**config.mk**
```make
export PLATFORM = sky130hd
export DESIGN_NAME = lohaps_line_oh
export DESIGN_NICKNAME = d
export VERILOG_FILES = /design/src/hdl/lohaps_pkg.sv /design/src/hdl/lohaps_line_oh.sv
export VERILOG_INCLUDE_DIRS = /design/src /design/src/hdl
export SDC_FILE = /design/constraint.sdc
export NUM_CORES = 1
export LEC_CHECK = 0
export BUFFER_PORTS_ARGS = -buffer_cell sky130_fd_sc_hd__buf_2
export CAP_MARGIN = 20
export CORE_MARGIN = 2
export CORE_UTILIZATION = 56
export DETAILED_ROUTE_END_ITERATION = 8
export PLACE_DENSITY = 0.85
export SYNTH_ARGS = -nofsm -noshare
export SYNTH_HDL_FRONTEND = slang
export SYNTH_SLANG_ARGS = --single-unit
export TNS_END_PERCENT = 20
```
**constraint.sdc**
```tcl
create_clock -name clk -period 3.2 [get_ports clk]
set_clock_uncertainty 0.05 [all_clocks]
set_input_delay 0.64 -clock clk [delete_from_list [all_inputs] [get_ports clk]]
set_output_delay 0.64 -clock clk [all_outputs]
set_load 0.01 [all_outputs]
```
**src/hdl/lohaps_cfg.svh**
```systemverilog
// Constants of the line overhead / APS / alarm block.
// Assumes a 250 MHz clock and a 32-bit classic Wishbone register port.
`ifndef LOHAPS_CFG_SVH
`define LOHAPS_CFG_SVH

// Register indices; byte address is four times the index
`define LOHAPS_IDX_TX_DIAG      6'h05
`define LOHAPS_IDX_TX_APS1      6'h06
`define LOHAPS_IDX_TX_APS2      6'h07
`define LOHAPS_IDX_RX_CTRL      6'h08
`define LOHAPS_IDX_RX_INT       6'h09
`define LOHAPS_IDX_AUX_CTRL     6'h1F

// Field positions
`define LOHAPS_B_B2_INJECT      0
`define LOHAPS_B_RDI_STATE      0
`define LOHAPS_B_AIS_STATE      1
`define LOHAPS_B_OUT_WORD       3
`define LOHAPS_B_RDI_PERSIST    4
`define LOHAPS_B_AIS_PERSIST    5
`define LOHAPS_B_FORCE_ONES     6
`define LOHAPS_B_CNT_WORD       7
`define LOHAPS_B_RDI_FLAG       0
`define LOHAPS_B_AIS_FLAG       1
`define LOHAPS_B_PAR_FLAG       2
`define LOHAPS_B_REI_FLAG       3
`define LOHAPS_B_AUTO_REI       0
`define LOHAPS_B_RING_EN        1
`define LOHAPS_B_APS_SEL        2
`define LOHAPS_B_RDI_EN         4
`define LOHAPS_B_AIS_EN         5
`define LOHAPS_B_PAR_EN         6
`define LOHAPS_B_REI_EN         7

// Reset values and codes
`define LOHAPS_RST_BYTE         8'h00
`define LOHAPS_ALL_ONES         8'hFF
`define LOHAPS_CODE_RDI         3'h6
`define LOHAPS_CODE_AIS         3'h7
`define LOHAPS_PERSIST_SHORT    3'h3
`define LOHAPS_PERSIST_LONG     3'h5
`define LOHAPS_CTRL_RW_MASK     8'hF8
`define LOHAPS_INT_EN_MASK      8'hF0

`endif

```
**src/hdl/lohaps_pkg.sv**
```systemverilog
// Types shared by the line overhead / APS / alarm block.
// Assumes the constants header is included by the design file.
package lohaps_pkg;
  typedef logic [7:0]  lohaps_byte_t;
  typedef logic [19:0] lohaps_cnt_t;
  typedef logic [5:0]  lohaps_pend_t;
endpackage

```
**src/hdl/lohaps_line_oh.sv**
```systemverilog
// Line overhead logic: B2 error injection, K1/K2 insertion, RDI/AIS
// detection, B2 error reporting and counting, clear-on-read flags.
// Assumes frame and slot strobes come from a framer on the same clock.
`timescale 1ns/100ps
`include "lohaps_cfg.svh"

////////////////////////////////////////////////////////////////////////////////
// Behaviour
// (RQ1) Inject flips every transmitted B2 bit
// (RQ2) Register bit 7 goes out first
// (RQ3) K1 write loads both at frame boundary
// (RQ4) Software spaces K1 writes two frames
// (RQ5) Software writes K2 before K1
// (RQ6) Select bit picks registers or serial input
// (RQ7) RDI set/cleared after 3 or 5 frames
// (RQ8) AIS set/cleared after 3 or 5 frames
// (RQ9) RDI state in status and pin
// (RQ10) AIS state in status and pin
// (RQ11) Force receive bus ones during AIS
// (RQ12) Error pulse per frame or per bit
// (RQ13) Counter per frame or per bit
// (RQ14) Auto REI sends pulse count in Z2
// (RQ15) RDI change flag, cleared on read
// (RQ16) AIS change flag, cleared on read
// (RQ17) Parity error flag, cleared on read
// (RQ18) RDI change raises line interrupt
// (RQ19) AIS change raises line interrupt
// (RQ20) Parity error raises line interrupt
// (RQ21) REI raises line interrupt
// (RQ22) Nonzero received REI sets flag
// (RQ23) Interrupt follows enabled pending flags
module lohaps_line_oh (
  input  wire logic                  clk,
  input  wire logic                  rst_n,
  input  wire logic                  ce,
  input  wire logic                  wb_cyc_i,
  input  wire logic                  wb_stb_i,
  input  wire logic                  wb_we_i,
  input  wire logic [7:0]            wb_adr_i,
  input  wire logic [3:0]            wb_sel_i,
  input  wire logic [31:0]           wb_dat_i,
  output logic      [31:0]           wb_dat_o,
  output logic                       wb_ack_o,
  input  wire logic                  tx_frame_start,
  input  wire logic [7:0]            tx_in_byte,
  input  wire logic                  tx_b2_slot,
  input  wire logic                  tx_k1_slot,
  input  wire logic                  tx_k2_slot,
  input  wire logic                  tx_z2_slot,
  output logic      [7:0]            tx_out_byte,
  input  wire logic                  serial_aps_clk,
  input  wire logic                  serial_aps_input,
  input  wire logic                  rx_frame_start,
  input  wire logic [7:0]            rx_in_byte,
  input  wire logic [7:0]            rx_b2_calc,
  input  wire logic                  rx_b2_slot,
  input  wire logic                  rx_k2_slot,
  input  wire logic                  rx_z2_slot,
  output logic      [7:0]            receive_out_bus,
  output logic                       b2_error_pulse,
  output logic      [19:0]           b2_err_count,
  output logic                       remote_defect_state,
  output logic                       line_alarm_ind_out,
  output logic                       line_int
);

  ////////////////////////////////////////////////////////////////////////////////
  // Helpers

  function automatic logic [3:0] ones_in(input logic [7:0] v);
    logic [3:0] n;
    n = 4'h0;
    for (int i = 0; i < 8; i++) begin
      n = n + {3'h0, v[i]};
    end
    return n;
  endfunction

  // Next persistence count: counts frames that disagree with the state
  function automatic logic [2:0] persist_next(input logic [2:0] cnt,
                                              input logic       differs,
                                              input logic [2:0] thr);
    if (!differs || cnt == thr - 3'h1) begin
      return 3'h0;
    end
    return cnt + 3'h1;
  endfunction

  ////////////////////////////////////////////////////////////////////////////////
  // Registers

  logic                  inject_ff;
  lohaps_pkg::lohaps_byte_t aps1_ff;
  lohaps_pkg::lohaps_byte_t aps2_ff;
  lohaps_pkg::lohaps_byte_t aps1_act_ff;
  lohaps_pkg::lohaps_byte_t aps2_act_ff;
  logic                  aps_pend_ff;
  logic [7:3]            rx_ctrl_ff;
  logic [7:4]            int_en_ff;
  logic [2:0]            aux_ff;
  logic                  rdi_flag_ff;
  logic                  ais_flag_ff;
  logic                  par_flag_ff;
  logic                  rei_flag_ff;
  logic                  ack_ff;
  logic [31:0]           rdat_ff;

  // Bus decode
  logic [5:0]            idx;
  logic                  req;
  logic                  wr_now;
  logic                  rd_now;
  logic                  wr_lane;
  logic                  hit_diag;
  logic                  hit_aps1;
  logic                  hit_aps2;
  logic                  hit_ctrl;
  logic                  hit_int;
  logic                  hit_aux;
  logic                  int_read;
  logic [7:0]            rd_byte;

  assign idx      = wb_adr_i[7:2];
  assign req      = wb_cyc_i & wb_stb_i;
  // A write and a read side effect happen at the edge the master sees ack
  assign wr_now   = req & ack_ff & wb_we_i & wr_lane;
  assign rd_now   = req & ack_ff & ~wb_we_i;
  assign wr_lane  = wb_sel_i[0];
  assign hit_diag = (idx == `LOHAPS_IDX_TX_DIAG);
  assign hit_aps1 = (idx == `LOHAPS_IDX_TX_APS1);
  assign hit_aps2 = (idx == `LOHAPS_IDX_TX_APS2);
  assign hit_ctrl = (idx == `LOHAPS_IDX_RX_CTRL);
  assign hit_int  = (idx == `LOHAPS_IDX_RX_INT);
  assign hit_aux  = (idx == `LOHAPS_IDX_AUX_CTRL);
  assign int_read = rd_now & hit_int;

  // Decoded control fields
  logic                  out_word;
  logic                  cnt_word;
  logic                  force_ones;
  logic                  rdi_short;
  logic                  ais_short;
  logic                  auto_rei;
  logic                  ring_en;
  logic                  aps_sel;

  assign out_word   = rx_ctrl_ff[`LOHAPS_B_OUT_WORD];
  assign rdi_short  = rx_ctrl_ff[`LOHAPS_B_RDI_PERSIST];
  assign ais_short  = rx_ctrl_ff[`LOHAPS_B_AIS_PERSIST];
  assign force_ones = rx_ctrl_ff[`LOHAPS_B_FORCE_ONES];
  assign cnt_word   = rx_ctrl_ff[`LOHAPS_B_CNT_WORD];
  assign auto_rei   = aux_ff[`LOHAPS_B_AUTO_REI];
  assign ring_en    = aux_ff[`LOHAPS_B_RING_EN];
  assign aps_sel    = aux_ff[`LOHAPS_B_APS_SEL];

  ////////////////////////////////////////////////////////////////////////////////
  // Wishbone slave: one wait state, unmapped reads return zero

  logic                  rdi_ff;
  logic                  ais_ff;

  logic [7:0]            ctrl_rd;
  logic [7:0]            int_rd;
  assign ctrl_rd = {rx_ctrl_ff, 1'b0, ais_ff, rdi_ff};   // [RQ9] [RQ10]
  assign int_rd  = {int_en_ff, rei_flag_ff, par_flag_ff, ais_flag_ff, rdi_flag_ff};

  assign rd_byte = hit_diag ? {7'h00, inject_ff} :
                   hit_aps1 ? aps1_ff :
                   hit_aps2 ? aps2_ff :
                   hit_ctrl ? ctrl_rd :
                   hit_int  ? int_rd :
                   hit_aux  ? {5'h00, aux_ff} : `LOHAPS_RST_BYTE;

  always_ff @(posedge clk or negedge rst_n) begin
    if (!rst_n) begin
      ack_ff  <= 1'b0;
      rdat_ff <= 32'h0000_0000;
    end else if (ce) begin
      ack_ff  <= req & ~ack_ff;
      rdat_ff <= {24'h00_0000, rd_byte};
    end
  end

  assign wb_ack_o = ack_ff;
  assign wb_dat_o = rdat_ff;

  always_ff @(posedge clk or negedge rst_n) begin
    if (!rst_n) begin
      inject_ff  <= 1'b0;
      aps1_ff    <= `LOHAPS_RST_BYTE;
      aps2_ff    <= `LOHAPS_RST_BYTE;
      rx_ctrl_ff <= 5'h00;
      int_en_ff  <= 4'h0;
      aux_ff     <= 3'h0;
    end else if (ce && wr_now) begin
      if (hit_diag) inject_ff <= wb_dat_i[`LOHAPS_B_B2_INJECT];
      if (hit_aps1) aps1_ff <= wb_dat_i[7:0];
      if (hit_aps2) aps2_ff <= wb_dat_i[7:0];
      if (hit_ctrl) rx_ctrl_ff <= wb_dat_i[7:3];
      if (hit_int)  int_en_ff <= wb_dat_i[7:4];
      if (hit_aux)  aux_ff <= wb_dat_i[2:0];
    end
  end

  ////////////////////////////////////////////////////////////////////////////////
  // Transmit APS double buffer

  logic                  aps1_wr;
  assign aps1_wr = wr_now & hit_aps1;

  // Software is relied on to keep K1 writes two frames apart [RQ4]
  // and to write K2 first, since the K1 write commits both [RQ5]
  always_ff @(posedge clk or negedge rst_n) begin
    if (!rst_n) begin
      aps_pend_ff <= 1'b0;
      aps1_act_ff <= `LOHAPS_RST_BYTE;
      aps2_act_ff <= `LOHAPS_RST_BYTE;
    end else if (ce) begin
      if (tx_frame_start && aps_pend_ff) begin
        aps1_act_ff <= aps1_ff;                            // [RQ3]
        aps2_act_ff <= aps2_ff;                            // [RQ3]
      end
      // A write in the boundary cycle stays pending for the next frame
      aps_pend_ff <= aps1_wr | (aps_pend_ff & ~tx_frame_start);  // [RQ3]
    end
  end

  ////////////////////////////////////////////////////////////////////////////////
  // Serial APS input: pins synchronised, shifted MSB first, K1 then K2

  logic [1:0]            sclk_sync_ff;
  logic [1:0]            sdat_sync_ff;
  logic                  sclk_prev_ff;
  logic [15:0]           sshift_ff;
  logic [15:0]           serial_aps_ff;
  logic                  sclk_rise;

  assign sclk_rise = sclk_sync_ff[1] & ~sclk_prev_ff;

  always_ff @(posedge clk or negedge rst_n) begin
    if (!rst_n) begin
      sclk_sync_ff  <= 2'h0;
      sdat_sync_ff  <= 2'h0;
      sclk_prev_ff  <= 1'b0;
      sshift_ff     <= 16'h0000;
      serial_aps_ff <= 16'h0000;
    end else if (ce) begin
      sclk_sync_ff <= {sclk_sync_ff[0], serial_aps_clk};
      sdat_sync_ff <= {sdat_sync_ff[0], serial_aps_input};
      sclk_prev_ff <= sclk_sync_ff[1];
      if (sclk_rise) sshift_ff <= {sshift_ff[14:0], sdat_sync_ff[1]};
      if (tx_frame_start) serial_aps_ff <= sshift_ff;
    end
  end

  ////////////////////////////////////////////////////////////////////////////////
  // Transmit overhead insertion

  logic [6:0]            rei_tx_ff;
  logic [7:0]            k1_src;
  logic [7:0]            k2_src;
  logic [7:0]            nxt_tx_out;

  assign k1_src = aps_sel ? aps1_act_ff : serial_aps_ff[15:8];   // [RQ6]
  assign k2_src = aps_sel ? aps2_act_ff : serial_aps_ff[7:0];    // [RQ6]

  // Parallel bit 7 is byte bit 1, the first one on the line [RQ2]
  assign nxt_tx_out = tx_b2_slot ? (tx_in_byte ^ {8{inject_ff}}) :   // [RQ1]
                      tx_k1_slot ? k1_src :                          // [RQ2]
                      tx_k2_slot ? k2_src :                          // [RQ2]
                      (tx_z2_slot && auto_rei && !ring_en) ? {1'b0, rei_tx_ff} :  // [RQ14]
                      tx_in_byte;

  always_ff @(posedge clk or negedge rst_n) begin
    if (!rst_n) begin
      tx_out_byte <= `LOHAPS_RST_BYTE;
    end else if (ce) begin
      tx_out_byte <= nxt_tx_out;
    end
  end

  ////////////////////////////////////////////////////////////////////////////////
  // Receive RDI / AIS persistence, sampled once per frame at K2

  logic [2:0]            rdi_cnt_ff;
  logic [2:0]            ais_cnt_ff;
  logic [2:0]            rdi_thr;
  logic [2:0]            ais_thr;
  logic                  rdi_diff;
  logic                  ais_diff;
  logic                  rdi_flip;
  logic                  ais_flip;

  assign rdi_thr  = rdi_short ? `LOHAPS_PERSIST_SHORT : `LOHAPS_PERSIST_LONG;
  assign ais_thr  = ais_short ? `LOHAPS_PERSIST_SHORT : `LOHAPS_PERSIST_LONG;
  assign rdi_diff = ((rx_in_byte[2:0] == `LOHAPS_CODE_RDI) != rdi_ff);
  assign ais_diff = ((rx_in_byte[2:0] == `LOHAPS_CODE_AIS) != ais_ff);
  assign rdi_flip = rx_k2_slot & rdi_diff & (rdi_cnt_ff == rdi_thr - 3'h1);
  assign ais_flip = rx_k2_slot & ais_diff & (ais_cnt_ff == ais_thr - 3'h1);

  always_ff @(posedge clk or negedge rst_n) begin
    if (!rst_n) begin
      rdi_cnt_ff <= 3'h0;
      ais_cnt_ff <= 3'h0;
      rdi_ff     <= 1'b0;
      ais_ff     <= 1'b0;
    end else if (ce && rx_k2_slot) begin
      rdi_cnt_ff <= persist_next(rdi_cnt_ff, rdi_diff, rdi_thr);   // [RQ7]
      ais_cnt_ff <= persist_next(ais_cnt_ff, ais_diff, ais_thr);   // [RQ8]
      rdi_ff     <= rdi_ff ^ rdi_flip;                             // [RQ7]
      ais_ff     <= ais_ff ^ ais_flip;                             // [RQ8]
    end
  end

  assign remote_defect_state = rdi_ff;    // [RQ9]
  assign line_alarm_ind_out  = ais_ff;    // [RQ10]

  // The mux sits behind the alarm flop, so forcing starts in the cycle
  // after the alarm changes with no frame of delay
  always_ff @(posedge clk or negedge rst_n) begin
    if (!rst_n) begin
      receive_out_bus <= `LOHAPS_RST_BYTE;
    end else if (ce) begin
      receive_out_bus <= (force_ones && ais_ff) ? `LOHAPS_ALL_ONES : rx_in_byte;  // [RQ11]
    end
  end

  ////////////////////////////////////////////////////////////////////////////////
  // B2 error reporting and counting

  logic [3:0]            slot_bits;
  logic [4:0]            frame_bits_ff;
  logic [4:0]            emit;
  logic [4:0]            cnt_add;
  lohaps_pkg::lohaps_pend_t pend_ff;
  lohaps_pkg::lohaps_pend_t nxt_pend;
  lohaps_pkg::lohaps_cnt_t  cnt_ff;
  logic                  pulse_ff;

  assign slot_bits = rx_b2_slot ? ones_in(rx_in_byte ^ rx_b2_calc) : 4'h0;
  // Frame totals close on the next frame start, so pulses trail by one frame
  assign emit      = out_word ? {4'h0, |frame_bits_ff} : frame_bits_ff;   // [RQ12]
  assign cnt_add   = cnt_word ? {4'h0, |frame_bits_ff} : frame_bits_ff;   // [RQ13]
  assign nxt_pend  = pend_ff - {5'h00, (pend_ff != 6'h00)} +
                     (rx_frame_start ? {1'b0, emit} : 6'h00);

  always_ff @(posedge clk or negedge rst_n) begin
    if (!rst_n) begin
      frame_bits_ff <= 5'h00;
      pend_ff       <= 6'h00;
      cnt_ff        <= 20'h0_0000;
      pulse_ff      <= 1'b0;
      rei_tx_ff     <= 7'h00;
    end else if (ce) begin
      frame_bits_ff <= (rx_frame_start ? 5'h00 : frame_bits_ff) + {1'b0, slot_bits};
      pend_ff       <= nxt_pend;                                  // [RQ12]
      pulse_ff      <= (pend_ff != 6'h00);                        // [RQ12]
      if (rx_frame_start) begin
        cnt_ff    <= cnt_ff + {15'h0000, cnt_add};                // [RQ13]
        rei_tx_ff <= {2'h0, emit};                                // [RQ14]
      end
    end
  end

  assign b2_error_pulse = pulse_ff;
  assign b2_err_count   = cnt_ff;

  ////////////////////////////////////////////////////////////////////////////////
  // Clear-on-read flags; a set in the read cycle wins

  logic                  rdi_set;
  logic                  ais_set;
  logic                  par_set;
  logic                  rei_set;

  assign rdi_set = ce & rdi_flip;
  assign ais_set = ce & ais_flip;
  assign par_set = ce & (slot_bits != 4'h0);
  assign rei_set = ce & rx_z2_slot & (rx_in_byte[6:0] != 7'h00);

  always_ff @(posedge clk or negedge rst_n) begin
    if (!rst_n) begin
      rdi_flag_ff <= 1'b0;
      ais_flag_ff <= 1'b0;
      par_flag_ff <= 1'b0;
      rei_flag_ff <= 1'b0;
    end else if (ce) begin
      rdi_flag_ff <= rdi_set | (rdi_flag_ff & ~int_read);   // [RQ15]
      ais_flag_ff <= ais_set | (ais_flag_ff & ~int_read);   // [RQ16]
      par_flag_ff <= par_set | (par_flag_ff & ~int_read);   // [RQ17]
      rei_flag_ff <= rei_set | (rei_flag_ff & ~int_read);   // [RQ22]
    end
  end

  assign line_int = (rdi_flag_ff & int_en_ff[`LOHAPS_B_RDI_EN]) |   // [RQ18] [RQ23]
                    (ais_flag_ff & int_en_ff[`LOHAPS_B_AIS_EN]) |   // [RQ19] [RQ23]
                    (par_flag_ff & int_en_ff[`LOHAPS_B_PAR_EN]) |   // [RQ20] [RQ23]
                    (rei_flag_ff & int_en_ff[`LOHAPS_B_REI_EN]);    // [RQ21] [RQ23]

endmodule

```
==> impl_results.md, run 1 <==
- Status: complete, but fails checks
- Failing checks: negative setup slack
- Max Fclk: 243.0 MHz
- Post-Layout Inst Area: 9677 um2
- RSZ-0062 raised after global routing: yes
- # fillers: 1095
- Critical path, cell by cell: buf_6 > xnor2_2 > fa_1 > inv_1 > fa_1 > inv_1 > fa_1 > inv_1 > ha_2 > inv_2 > fa_1 > nor2b_2 > buf_4 > buf_4 > ha_1 > a21o_1 > a21oi_2 > xnor2_1 > mux2_2
- Most frequent CP cell: fa_1
- Number of global-route vias before repair: 6084
- Worst skew pair latency: 0.43 ns
- CP endpoint kind: flop
- Flip-flop and latch area: 3929 um2
- Cell area after synthesis: 8214 um2
- Critical path launch point type: primary input
- Multi-input logic area: 3971 um2
- Slew Viols, Final: 0
- Hold Crit Class: primary input to async pin
- Max reg flops: 20
- FFs w/ async S/R, synth: 100.0%
- Initial DRT Pass Iterations: 5
- Buf+Inv Stages, Crit Path: 7
- Final setup vio count: 5
- Post-synth top area share: 47.83%
- TritonCTS clock tree: yes
- Routability cong.: 0.8514
- Hold Vio Cnt, Final: 0
- Layout cell share with drive strength beyond 1: 32.03%
- First-pass GRT wire length: 30730 um
- Sequential area share after synthesis: 47.83%
- Final Cycle Share: 128.6%
- Htree depth: 4
- CP max stage cell: fa_1
- Max layer used: met4
- Synth area leader: dfrtp_1
- Antenna viol nets, final: 0
- IO Pins: 158
- Synth warn: 0
- DR WL met2: 8785 um
- Tot Pwr: 6.438 mW
- Final period demand of the worst path: 4.115 ns
- Gr usage total: 24.52%
- Initial Utilization: 56.95%
- Detailed-route via count: 5958
- # rows: 44
- WS Path Type: primary input to flop
- P&R area growth vs syn: 17.81%
- Pwr/cell area: 665.3 nW/um2
- Horiz. Die Dim: 125.1 um
- Final hold slack: 0.1578 ns
- Antenna Diode Count: 0
- Antenna violations before repair: 0
- Final worst slack: -0.9155 ns
- Slew HR: 45.31%
- Initial DRC count: 432
- # hold bufs at CTS: 0
- Clk slew on worst S/H paths: 0.06 ns
- Maximum VDD drop: 0.0004063 V
- Crit path required time: 3.46 ns
- DRT Wirelength: 18390 um
- Unique masters post-synth: 65
- Die area: 15650 um2
- Clock root cell: clkbuf_16
- CP max stage delay: 0.54 ns
- Post-DP HPWL: 13040 um
- Max-Cap Viols: 0
- CTS Sinks: 157
- Number of nets in the layout: 974
- Met3 wire length: 1160 um
- Worst Max-Slew Pin Slew: 0.8179 ns
- Die Height: 125.1 um
- Num CTS Buffers: 17
- Core area: 14420 um2
- DRT met1 WL: 8152 um
- Placed inst area: 8996 um2
- R2R cell count: 10
- WL per Instance: 17.43 um
- Post-synth EDFFs: 0
- DR DRC count: 0
- Avg Vias per Cell: 5.647
- CP top delay family: adder cells
- Port Buffer Count: 104
- Mean Syn Cell Area: 11.15 um2
- Critical path depth: 19
- Yosys reg bits: 157
- Largest net degree at the start of global routing: 79
- Gr ovfl total: 0
- P_leak: 4.802 nW
- Cells after Synth: 737
- Max FO, Critical Path: 2
- CTS max path bufs: 2
- Area contributors post-synth: dfrtp_1 (48%), mux2_2 (12%), ha_1 (3.7%), nand2_1 (2.5%), xnor2_1 (2.3%)
- Worst path arrival time: 4.38 ns
- Post-synth top flop: dfrtp_1
[final timing paths]
| kind | start | endpoint | slack [ns] |
|---|---|---|---|
| setup reg to reg | frame_bits_ff[2] | b2_err_count[18] | 0.40 |
| hold reg to reg | b2_err_count[19] | b2_err_count[19] | 0.42 |
| max in group asynchronous | rst_n | rdi_cnt_ff[0] | 2.17 |
| hold / removal | rst_n | serial_aps_ff[11] | 0.16 |
| setup / recovery | rx_in_byte[0] | frame_bits_ff[3] | -0.92 |
| min in group clk | serial_aps_input | sdat_sync_ff[0] | 0.40 |
[stage by stage]
step	worst slack, ns	setup TNS, ns	util (%)	cells
2_1_floorplan	-1.161	-4.925	-	760
3_3_place_gp	-1.365	-6.434	62.37	1021
3_5_place_dp	-1.440	-6.612	62.37	1021
4_1_cts	-0.9759	-3.789	67.05	1055
5_1_grt	-1.129	-4.606	67.09	1055
6_report	-0.9155	-3.706	67.09	1055
[synthesized netlist by cell type, types with 7 or more instances]
cell,number
a21o_1,7
a21oi_1,33
buf_1,7
buf_4,25
clkbuf_1,11
dfrtp_1,157
fa_1,7
ha_1,24
inv_1,43
mux2_2,90
mux2_4,8
mux2i_1,11
nand2_1,54
nand2b_1,17
nand3_1,14
nand4_1,8
nor2_1,36
nor2b_1,18
o21ai_0,31
o22ai_1,7
xnor2_1,22
xor2_1,19
[repair_timing]
item,in CTS,in global routing
gates resized for setup,5,3
pin swaps,8,1
setup buffers,2,0
endpoints found under the setup margin,6,6
[report_power, final]
part           switching [mW]  internal, mW  leakage (nW)
registers               0.221          2.27          2.06
logic                   0.914         0.873          2.44
clock network           0.824          1.33         0.301
[final cells by class]
cell class	instances	area share [%]
repair buffers	129	7.771
flip-flops and latches	157	40.60
clock inverters	13	1.965
multi-input cells	510	41.04
well taps	184	2.379
inverters	43	1.668
clock buffers	19	4.577
[metal layers]
metal	vias up	GRT usage [%]
li1	2787	-
met5	-	0
met1	2902	33.58
met2	244	39.35
met4	0	8.039
met3	25	5.220
[cell usage in the layout, fill, tap and decap left out, drive strengths merged, types with 3 or more instances in the layout]
master,instances
clkbuf,19
a21o,7
fa,7
nor2,37
nand4,8
inv,44
nand3,14
nand3b,5
a211oi,4
bufinv,4
a222oi,5
o22ai,7
mux2,102
a22oi,4
nor3,6
clkinv,5
o31ai,5
mux2i,11
ha,24
nor2b,18
conb,24
o21ai,31
dfrtp,157
nand2b,18
xnor2,22
xor2,19
a21oi,33
buf,129
o32ai,5
nand2,54
o221ai,4
and2,4
clkinvlp,3
[kinds of logic after synthesis]
logic type	share of synthesized area (%)
muxes	15.69
buffers and inverters	5.651
xor gates and xnor gates	4.372
AOI/OAI and AO/OA	9.399
and+or+nand+nor	11.65
adders and majority gates	5.362
other	0.04565
DFF	47.83
No activity file was read; power rests on OpenSTA's default activity.
==> run 2: changes to the inputs <==
--- a/config.mk
+++ b/config.mk
@@ -6,8 +6,9 @@
 export SDC_FILE = /design/constraint.sdc
 export NUM_CORES = 1
 export LEC_CHECK = 0
-export BUFFER_PORTS_ARGS = -buffer_cell sky130_fd_sc_hd__buf_2
+export BUFFER_PORTS_ARGS = -buffer_cell sky130_fd_sc_hd__clkbuf_2
 export CAP_MARGIN = 20
+export CORE_ASPECT_RATIO = 1.2
 export CORE_MARGIN = 2
 export CORE_UTILIZATION = 56
 export DETAILED_ROUTE_END_ITERATION = 8
==> run 2 against run 1 <==
  * Maximum frequency down 2.8%
  * Via count grew 0.44%
  * Clock power fell by 3%
  * Non-clock buffer count shrank 1
  * The flow still finishes with violations (negative setup slack)
  * Largest cell class unchanged
==> impl_results.md, run 2 (synthesis gave the netlist of run 1 again) <==
- GR met2 Demand/Resource: 43.92%
- TritonCTS clock tree: yes
- Final period demand of the worst path: 4.236 ns
- Crit path required time: 3.52 ns
- Tot Pwr: 6.368 mW
- RSZ-0062 raised after global routing: yes
- R2R cell count: 10
- WS Path Type: primary input to flop
- Antenna viol nets, final: 0
- Initial Utilization: 57.23%
- # rows: 48
- P_leak: 4.784 nW
- Commonest non-fill, non-tap cells in the layout: dfrtp_1 (157), clkbuf_2 (101), mux2_2 (89)
- Final hold slack: 0.1708 ns
- DR DRC count: 0
- Placed inst area: 8992 um2
- DRT Wirelength: 19200 um
- WL per Instance: 18.38 um
- Flip-flop and latch area: 3929 um2
- Post-Layout Inst Area: 9641 um2
- Number of global-route vias before repair: 6191
- Critical path launch point type: primary input
- Reg2Reg Setup Slack: 0.40 ns
- CTS Sinks: 157
- Routability cong.: 0.8557
- Met3 Use GR: 5.757%
- # hold bufs at CTS: 0
- Placed insts: 1013
- CP max stage cell: fa_1
- Die Height: 136.7 um
- Status: complete, but fails checks
- R2R Path End: b2_err_count[18]
- CTS max path bufs: 2
- Number of nets in the layout: 973
- Slew HR: 42.21%
- CP max stage delay: 0.55 ns
- Max Fclk: 236.1 MHz
- Pwr/cell area: 660.6 nW/um2
- Core area: 14350 um2
- Post-DP HPWL: 13420 um
- Layout Cells excl Fill: 1045
- First-pass GRT wire length: 30550 um
- Clock root cell: clkbuf_16
- Final worst slack: -1.036 ns
- Worst skew pair latency: 0.44 ns
- Hold Vio Cnt, Final: 0
- Initial DRT Pass Iterations: 5
- Clk slew on worst S/H paths: 0.06 ns
- Max-Cap Viols: 0
- IO Pins: 158
- Failing checks: negative setup slack
- Largest net degree at the start of global routing: 79
- Slew Viols, Final: 0
- # fillers: 1037
- Htree depth: 4
- Antenna Diode Count: 0
- Gr usage total: 25.59%
- Initial DRC count: 319
- Die area: 15660 um2
- Antenna violations before repair: 0
- Port Buffer Count: 104
- Critical path, cell by cell: buf_8 > xnor2_4 > fa_1 > inv_1 > fa_1 > inv_2 > fa_1 > inv_2 > ha_4 > inv_2 > fa_1 > nor2b_2 > inv_1 > fa_2 > nor2b_1 > o21ai_1 > nand2b_1 > mux2_4 > a21oi_2
- Worst Max-Slew Pin Slew: 0.8642 ns
- Avg Vias per Cell: 5.726
- RR Startpoint: frame_bits_ff[1]
- Final setup vio count: 6
- Detailed-route via count: 5984
- Num CTS Buffers: 17
- Top Usage Layer GRT: met2
- P&R area growth vs syn: 17.36%
- Multi-input logic area: 3973 um2
- CP endpoint kind: flop
- Final Cycle Share: 132.4%
- Most frequent CP cell: fa_1
- Horiz. Die Dim: 114.6 um
- Gr ovfl total: 0
- Layout cell share with drive strength beyond 1: 32.07%
- Hold Crit Class: primary input to async pin
- Max reg flops: 20
- Maximum VDD drop: 0.0005144 V
- Worst path arrival time: 4.56 ns
- Met1 Use GR: 30.36%
- Commonest non-fill, non-tap cell in the layout: dfrtp_1
- Max FO, Critical Path: 3
-- run 2: cell count changes in the layout (fill, tap and decap cells not counted), moves of 2 or more --
cell,before,now
buf_6,3,1
inv_6,0,2
buf_8,0,2
buf_2,101,0
clkbuf_2,0,101
clkinv_2,2,4
-- run 2: area by class of cell --
cell class	instances	share of cell area (%)
inverters	43	1.674
flip-flops and latches	157	40.75
multi-input cells	510	41.21
repair buffers	128	7.800
clock inverters	14	1.739
clock buffers	18	4.555
well taps	175	2.271
-- run 2: stage by stage --
step	worst slack, ns	utilization (%)	TNS, ns
floorplan	-1.161	-	-4.925
global placement	-1.430	62.65	-6.683
detailed placement	-1.521	62.65	-7.009
CTS	-1.065	67.08	-4.220
global route	-1.153	67.16	-4.546
finish	-1.036	67.16	-4.057
-- run 2: timing repair --
action                                  CTS  global route
endpoints found under the setup margin    6             6
setup buffers                             0             0
pin swaps                                 2             0
gates resized for setup                   6             5
-- run 2: worst max-delay path by stage --
| stage | to | slack [ns] | from | cells past startpoint |
|---|---|---|---|---|
| 6_report | frame_bits_ff[4] | -1.04 | rx_b2_calc[3] | 19 |
| 5_1_grt | frame_bits_ff[4] | -1.15 | rx_b2_calc[3] | 19 |
| 4_1_cts | frame_bits_ff[4] | -1.07 | rx_b2_calc[3] | 19 |
| 3_5_place_dp | frame_bits_ff[4] | -1.52 | rx_b2_calc[3] | 19 |
| 3_3_place_gp | frame_bits_ff[4] | -1.43 | rx_b2_calc[3] | 19 |
| 2_1_floorplan | frame_bits_ff[4] | -1.16 | rx_b2_calc[3] | 18 |
-- run 2: power breakdown --
group | leakage, nW | switching (mW) | total [mW] | internal [mW]
Sequential | 2.06 | 0.220 | 2.49 | 2.27
Combinational | 2.43 | 0.915 | 1.78 | 0.867
Clock | 0.292 | 0.844 | 2.09 | 1.25
Total | 4.78 | 1.98 | 6.37 | 4.39
-- run 2: worst max-delay path: cells and delay by family --
family | cells | cell delay, ns
buffers and inverters | 6 | 0.38
xor gates and xnor gates | 1 | 0.13
muxes | 1 | 0.31
and+or+nand+nor | 3 | 0.41
AOI/OAI and AO/OA | 2 | 0.18
adders and majority gates | 6 | 2.48
-- run 2: metal layers --
| layer | routed length [um] | up-vias |
|---|---|---|
| met4 | 630 | 0 |
| li1 | - | 2773 |
| met3 | 993 | 53 |
| met2 | 9915 | 185 |
| met5 | 0 | - |
| met1 | 7664 | 2973 |
==> run 3: changes to the inputs <==
--- a/config.mk
+++ b/config.mk
@@ -10,9 +10,10 @@
 export CAP_MARGIN = 20
 export CORE_ASPECT_RATIO = 1.2
 export CORE_MARGIN = 2
-export CORE_UTILIZATION = 56
+export CORE_UTILIZATION = 58
+export CTS_BUF_LIST = sky130_fd_sc_hd__clkbuf_8
 export DETAILED_ROUTE_END_ITERATION = 8
-export PLACE_DENSITY = 0.85
+export PLACE_DENSITY = 0.87
 export SYNTH_ARGS = -nofsm -noshare
 export SYNTH_HDL_FRONTEND = slang
 export SYNTH_SLANG_ARGS = --single-unit
==> run 3 against run 2 <==
  * The run still ends with negative setup slack left
  * Setup slack better by 0.037 ns
  * Routed wire length is 5.9% lower
  * Critical path type unchanged
  * Sequential power hardly changed
  * Critical endpoint unchanged
  * Flip-flop and latch count stayed put
  * Total power is 7.8% lower
  * Maximum frequency is 0.88% higher
  * Final cell count is 0.29% lower
  * Global-route usage is 0.41 points lower
  * Final area is 1.7% lower
  * Clock power is 25% lower
==> impl_results.md, run 3 (synthesis gave the netlist of run 1 again) <==
- Clk slew on worst S/H paths: 0.08 ns
- CP max stage delay: 0.56 ns
- Final Cycle Share: 131.2%
- R2R cell count: 10
- RR Startpoint: frame_bits_ff[1]
- Maximum VDD drop: 0.0004236 V
- Critical path, cell by cell: clkbuf_2 > xnor2_2 > fa_1 > inv_1 > fa_1 > inv_1 > fa_1 > inv_1 > ha_2 > inv_2 > fa_2 > nor2b_2 > inv_1 > fa_2 > nor2b_1 > o21ai_1 > nand2b_1 > mux2_4 > a21oi_2
- Tot Pwr: 5.869 mW
- Detailed-route via count: 6002
- Max reg flops: 20
- Num CTS Buffers: 17
- Pwr/cell area: 619.4 nW/um2
- Hold Vio Cnt, Final: 0
- Status: complete, but fails checks
- Core area: 13820 um2
- IO Pins: 158
- TritonCTS clock tree: yes
- Slew HR: 51.99%
- # rows: 47
- GR met2 Demand/Resource: 43.31%
- Post-Layout Inst Area: 9475 um2
- Max-Cap Viols: 0
- Horiz. Die Dim: 112.6 um
- Initial DRT Pass Iterations: 6
- P&R area growth vs syn: 15.35%
- Met1 Use GR: 30.32%
- Htree depth: 4
- Top Usage Layer GRT: met2
- Hold Crit Class: primary input to async pin
- Number of global-route vias before repair: 6136
- CTS max path bufs: 2
- Routability cong.: 0.8905
- Crit path required time: 3.55 ns
- Die Height: 134.4 um
- Number of nets in the layout: 976
- Commonest non-fill, non-tap cell in the layout: dfrtp_1
- Antenna viol nets, final: 0
- Final period demand of the worst path: 4.198 ns
- RSZ-0062 raised after global routing: yes
- Max FO, Critical Path: 2
- Final setup vio count: 5
- Die area: 15130 um2
- DRT Wirelength: 18080 um
- Initial Utilization: 59.44%
- Clock root cell: clkbuf_8
- Post-DP HPWL: 13090 um
- Port Buffer Count: 104
- Final worst slack: -0.9984 ns
- CP max stage cell: fa_1
- Failing checks: negative setup slack
- Largest net degree at the start of global routing: 79
- Buf+Inv Stages, Crit Path: 6
- P_leak: 4.727 nW
- Antenna violations before repair: 0
- Layout cell share with drive strength beyond 1: 32.26%
- CTS Sinks: 157
- Gr usage total: 25.19%
- Antenna Diode Count: 0
- R2R Path End: b2_err_count[18]
- Max Fclk: 238.2 MHz
- # hold bufs at CTS: 0
- Worst Max-Slew Pin Slew: 0.7186 ns
- WL per Instance: 17.35 um
- Critical path launch point type: primary input
- Gr ovfl total: 0
- DR DRC count: 0
- Avg Vias per Cell: 5.760
- CP endpoint kind: flop
- First-pass GRT wire length: 29990 um
- WS Path Type: primary input to flop
- Initial DRC count: 342
- Reg2Reg Setup Slack: 0.41 ns
- Slew Viols, Final: 0
- Worst path arrival time: 4.55 ns
- CP top delay family: adder cells
- Commonest non-fill, non-tap cells in the layout: dfrtp_1 (157), clkbuf_2 (102), mux2_2 (89)
- Placed inst area: 9002 um2
- Worst skew pair latency: 0.47 ns
- Most frequent CP cell: inv_1
- Met3 Use GR: 5.106%
run 3: changes by cell type in the layout (fill, tap and decap cells not counted), sizes merged:
cell and delta:
clkinvlp -2, clkinv -4, buf +1, clkbuf +6
run 3: layout make-up:
type	instances	area [um2]
clock buffers	22	302.8
flip-flops and latches	157	3929
fillers	983	4344
clock inverters	8	115.1
well taps	171	214.0
multi-input cells	510	3996
inverters	43	161.4
repair buffers	131	757.0
run 3: worst reg2reg max path: cells and delay by family, from the launching register on:
kind	cells	cell delay [ns]
AO/OA/AOI/OAI	3	0.73
adder cells (fa/ha/maj)	2	0.42
AND/OR/NAND/NOR	3	0.78
flip-flops	1	0.46
buffers and inverters	1	0.09
XOR/XNOR	1	0.14
run 3: metal layers:
| layer | part of all wire (%) | routed length (um) | up-vias |
|---|---|---|---|
| met2 | 52 | 9389 | 193 |
| met3 | 4.8 | 859 | 46 |
| met5 | 0 | 0 | - |
| li1 | - | - | 2785 |
| met1 | 40 | 7260 | 2978 |
| met4 | 3.2 | 571 | 0 |
run 3: how the worst max path moves through the flow:
| stage | end | depth (start not counted) | startpoint | slack (ns) |
|---|---|---|---|---|
| 6_report | frame_bits_ff[4] | 19 | rx_in_byte[0] | -1.0 |
| 2_1_floorplan | frame_bits_ff[4] | 18 | rx_b2_calc[3] | -1.16 |
| 3_3_place_gp | frame_bits_ff[4] | 19 | rx_in_byte[3] | -1.41 |
| 5_1_grt | frame_bits_ff[4] | 19 | rx_in_byte[0] | -1.16 |
| 4_1_cts | frame_bits_ff[4] | 19 | rx_in_byte[0] | -0.91 |
| 3_5_place_dp | frame_bits_ff[4] | 19 | rx_b2_calc[3] | -1.47 |
run 3: stage by stage:
step                      TNS [ns]  worst slack, ns  std cells  hold slack (ns)  utilization, %
after CTS                   -3.684          -0.9106       1041           0.1372           68.23
after floorplan             -4.925           -1.161        760           0.2944               -
after global placement      -6.676           -1.412       1011           0.4060           65.14
after global routing        -4.504           -1.158       1042           0.1584           68.57
after detailed placement    -6.858           -1.467       1011           0.4102           65.14
final                       -3.867          -0.9984       1042           0.1066           68.57
run 3: power breakdown:
part / total, mW / internal, mW / switching (mW)
Combinational: 1.81 / 0.888 / 0.920
Sequential: 2.49 / 2.27 / 0.216
Clock: 1.57 / 0.859 / 0.714
Total: 5.87 / 4.02 / 1.85
run 3: repair_timing:
action / 4_1_cts / 5_1_grt
pin swaps: 2 / 0
resized for setup: 3 / 7
setup endpoints to repair: 5 / 6
buffers inserted: 0 / 1
gates cloned: 0 / 0
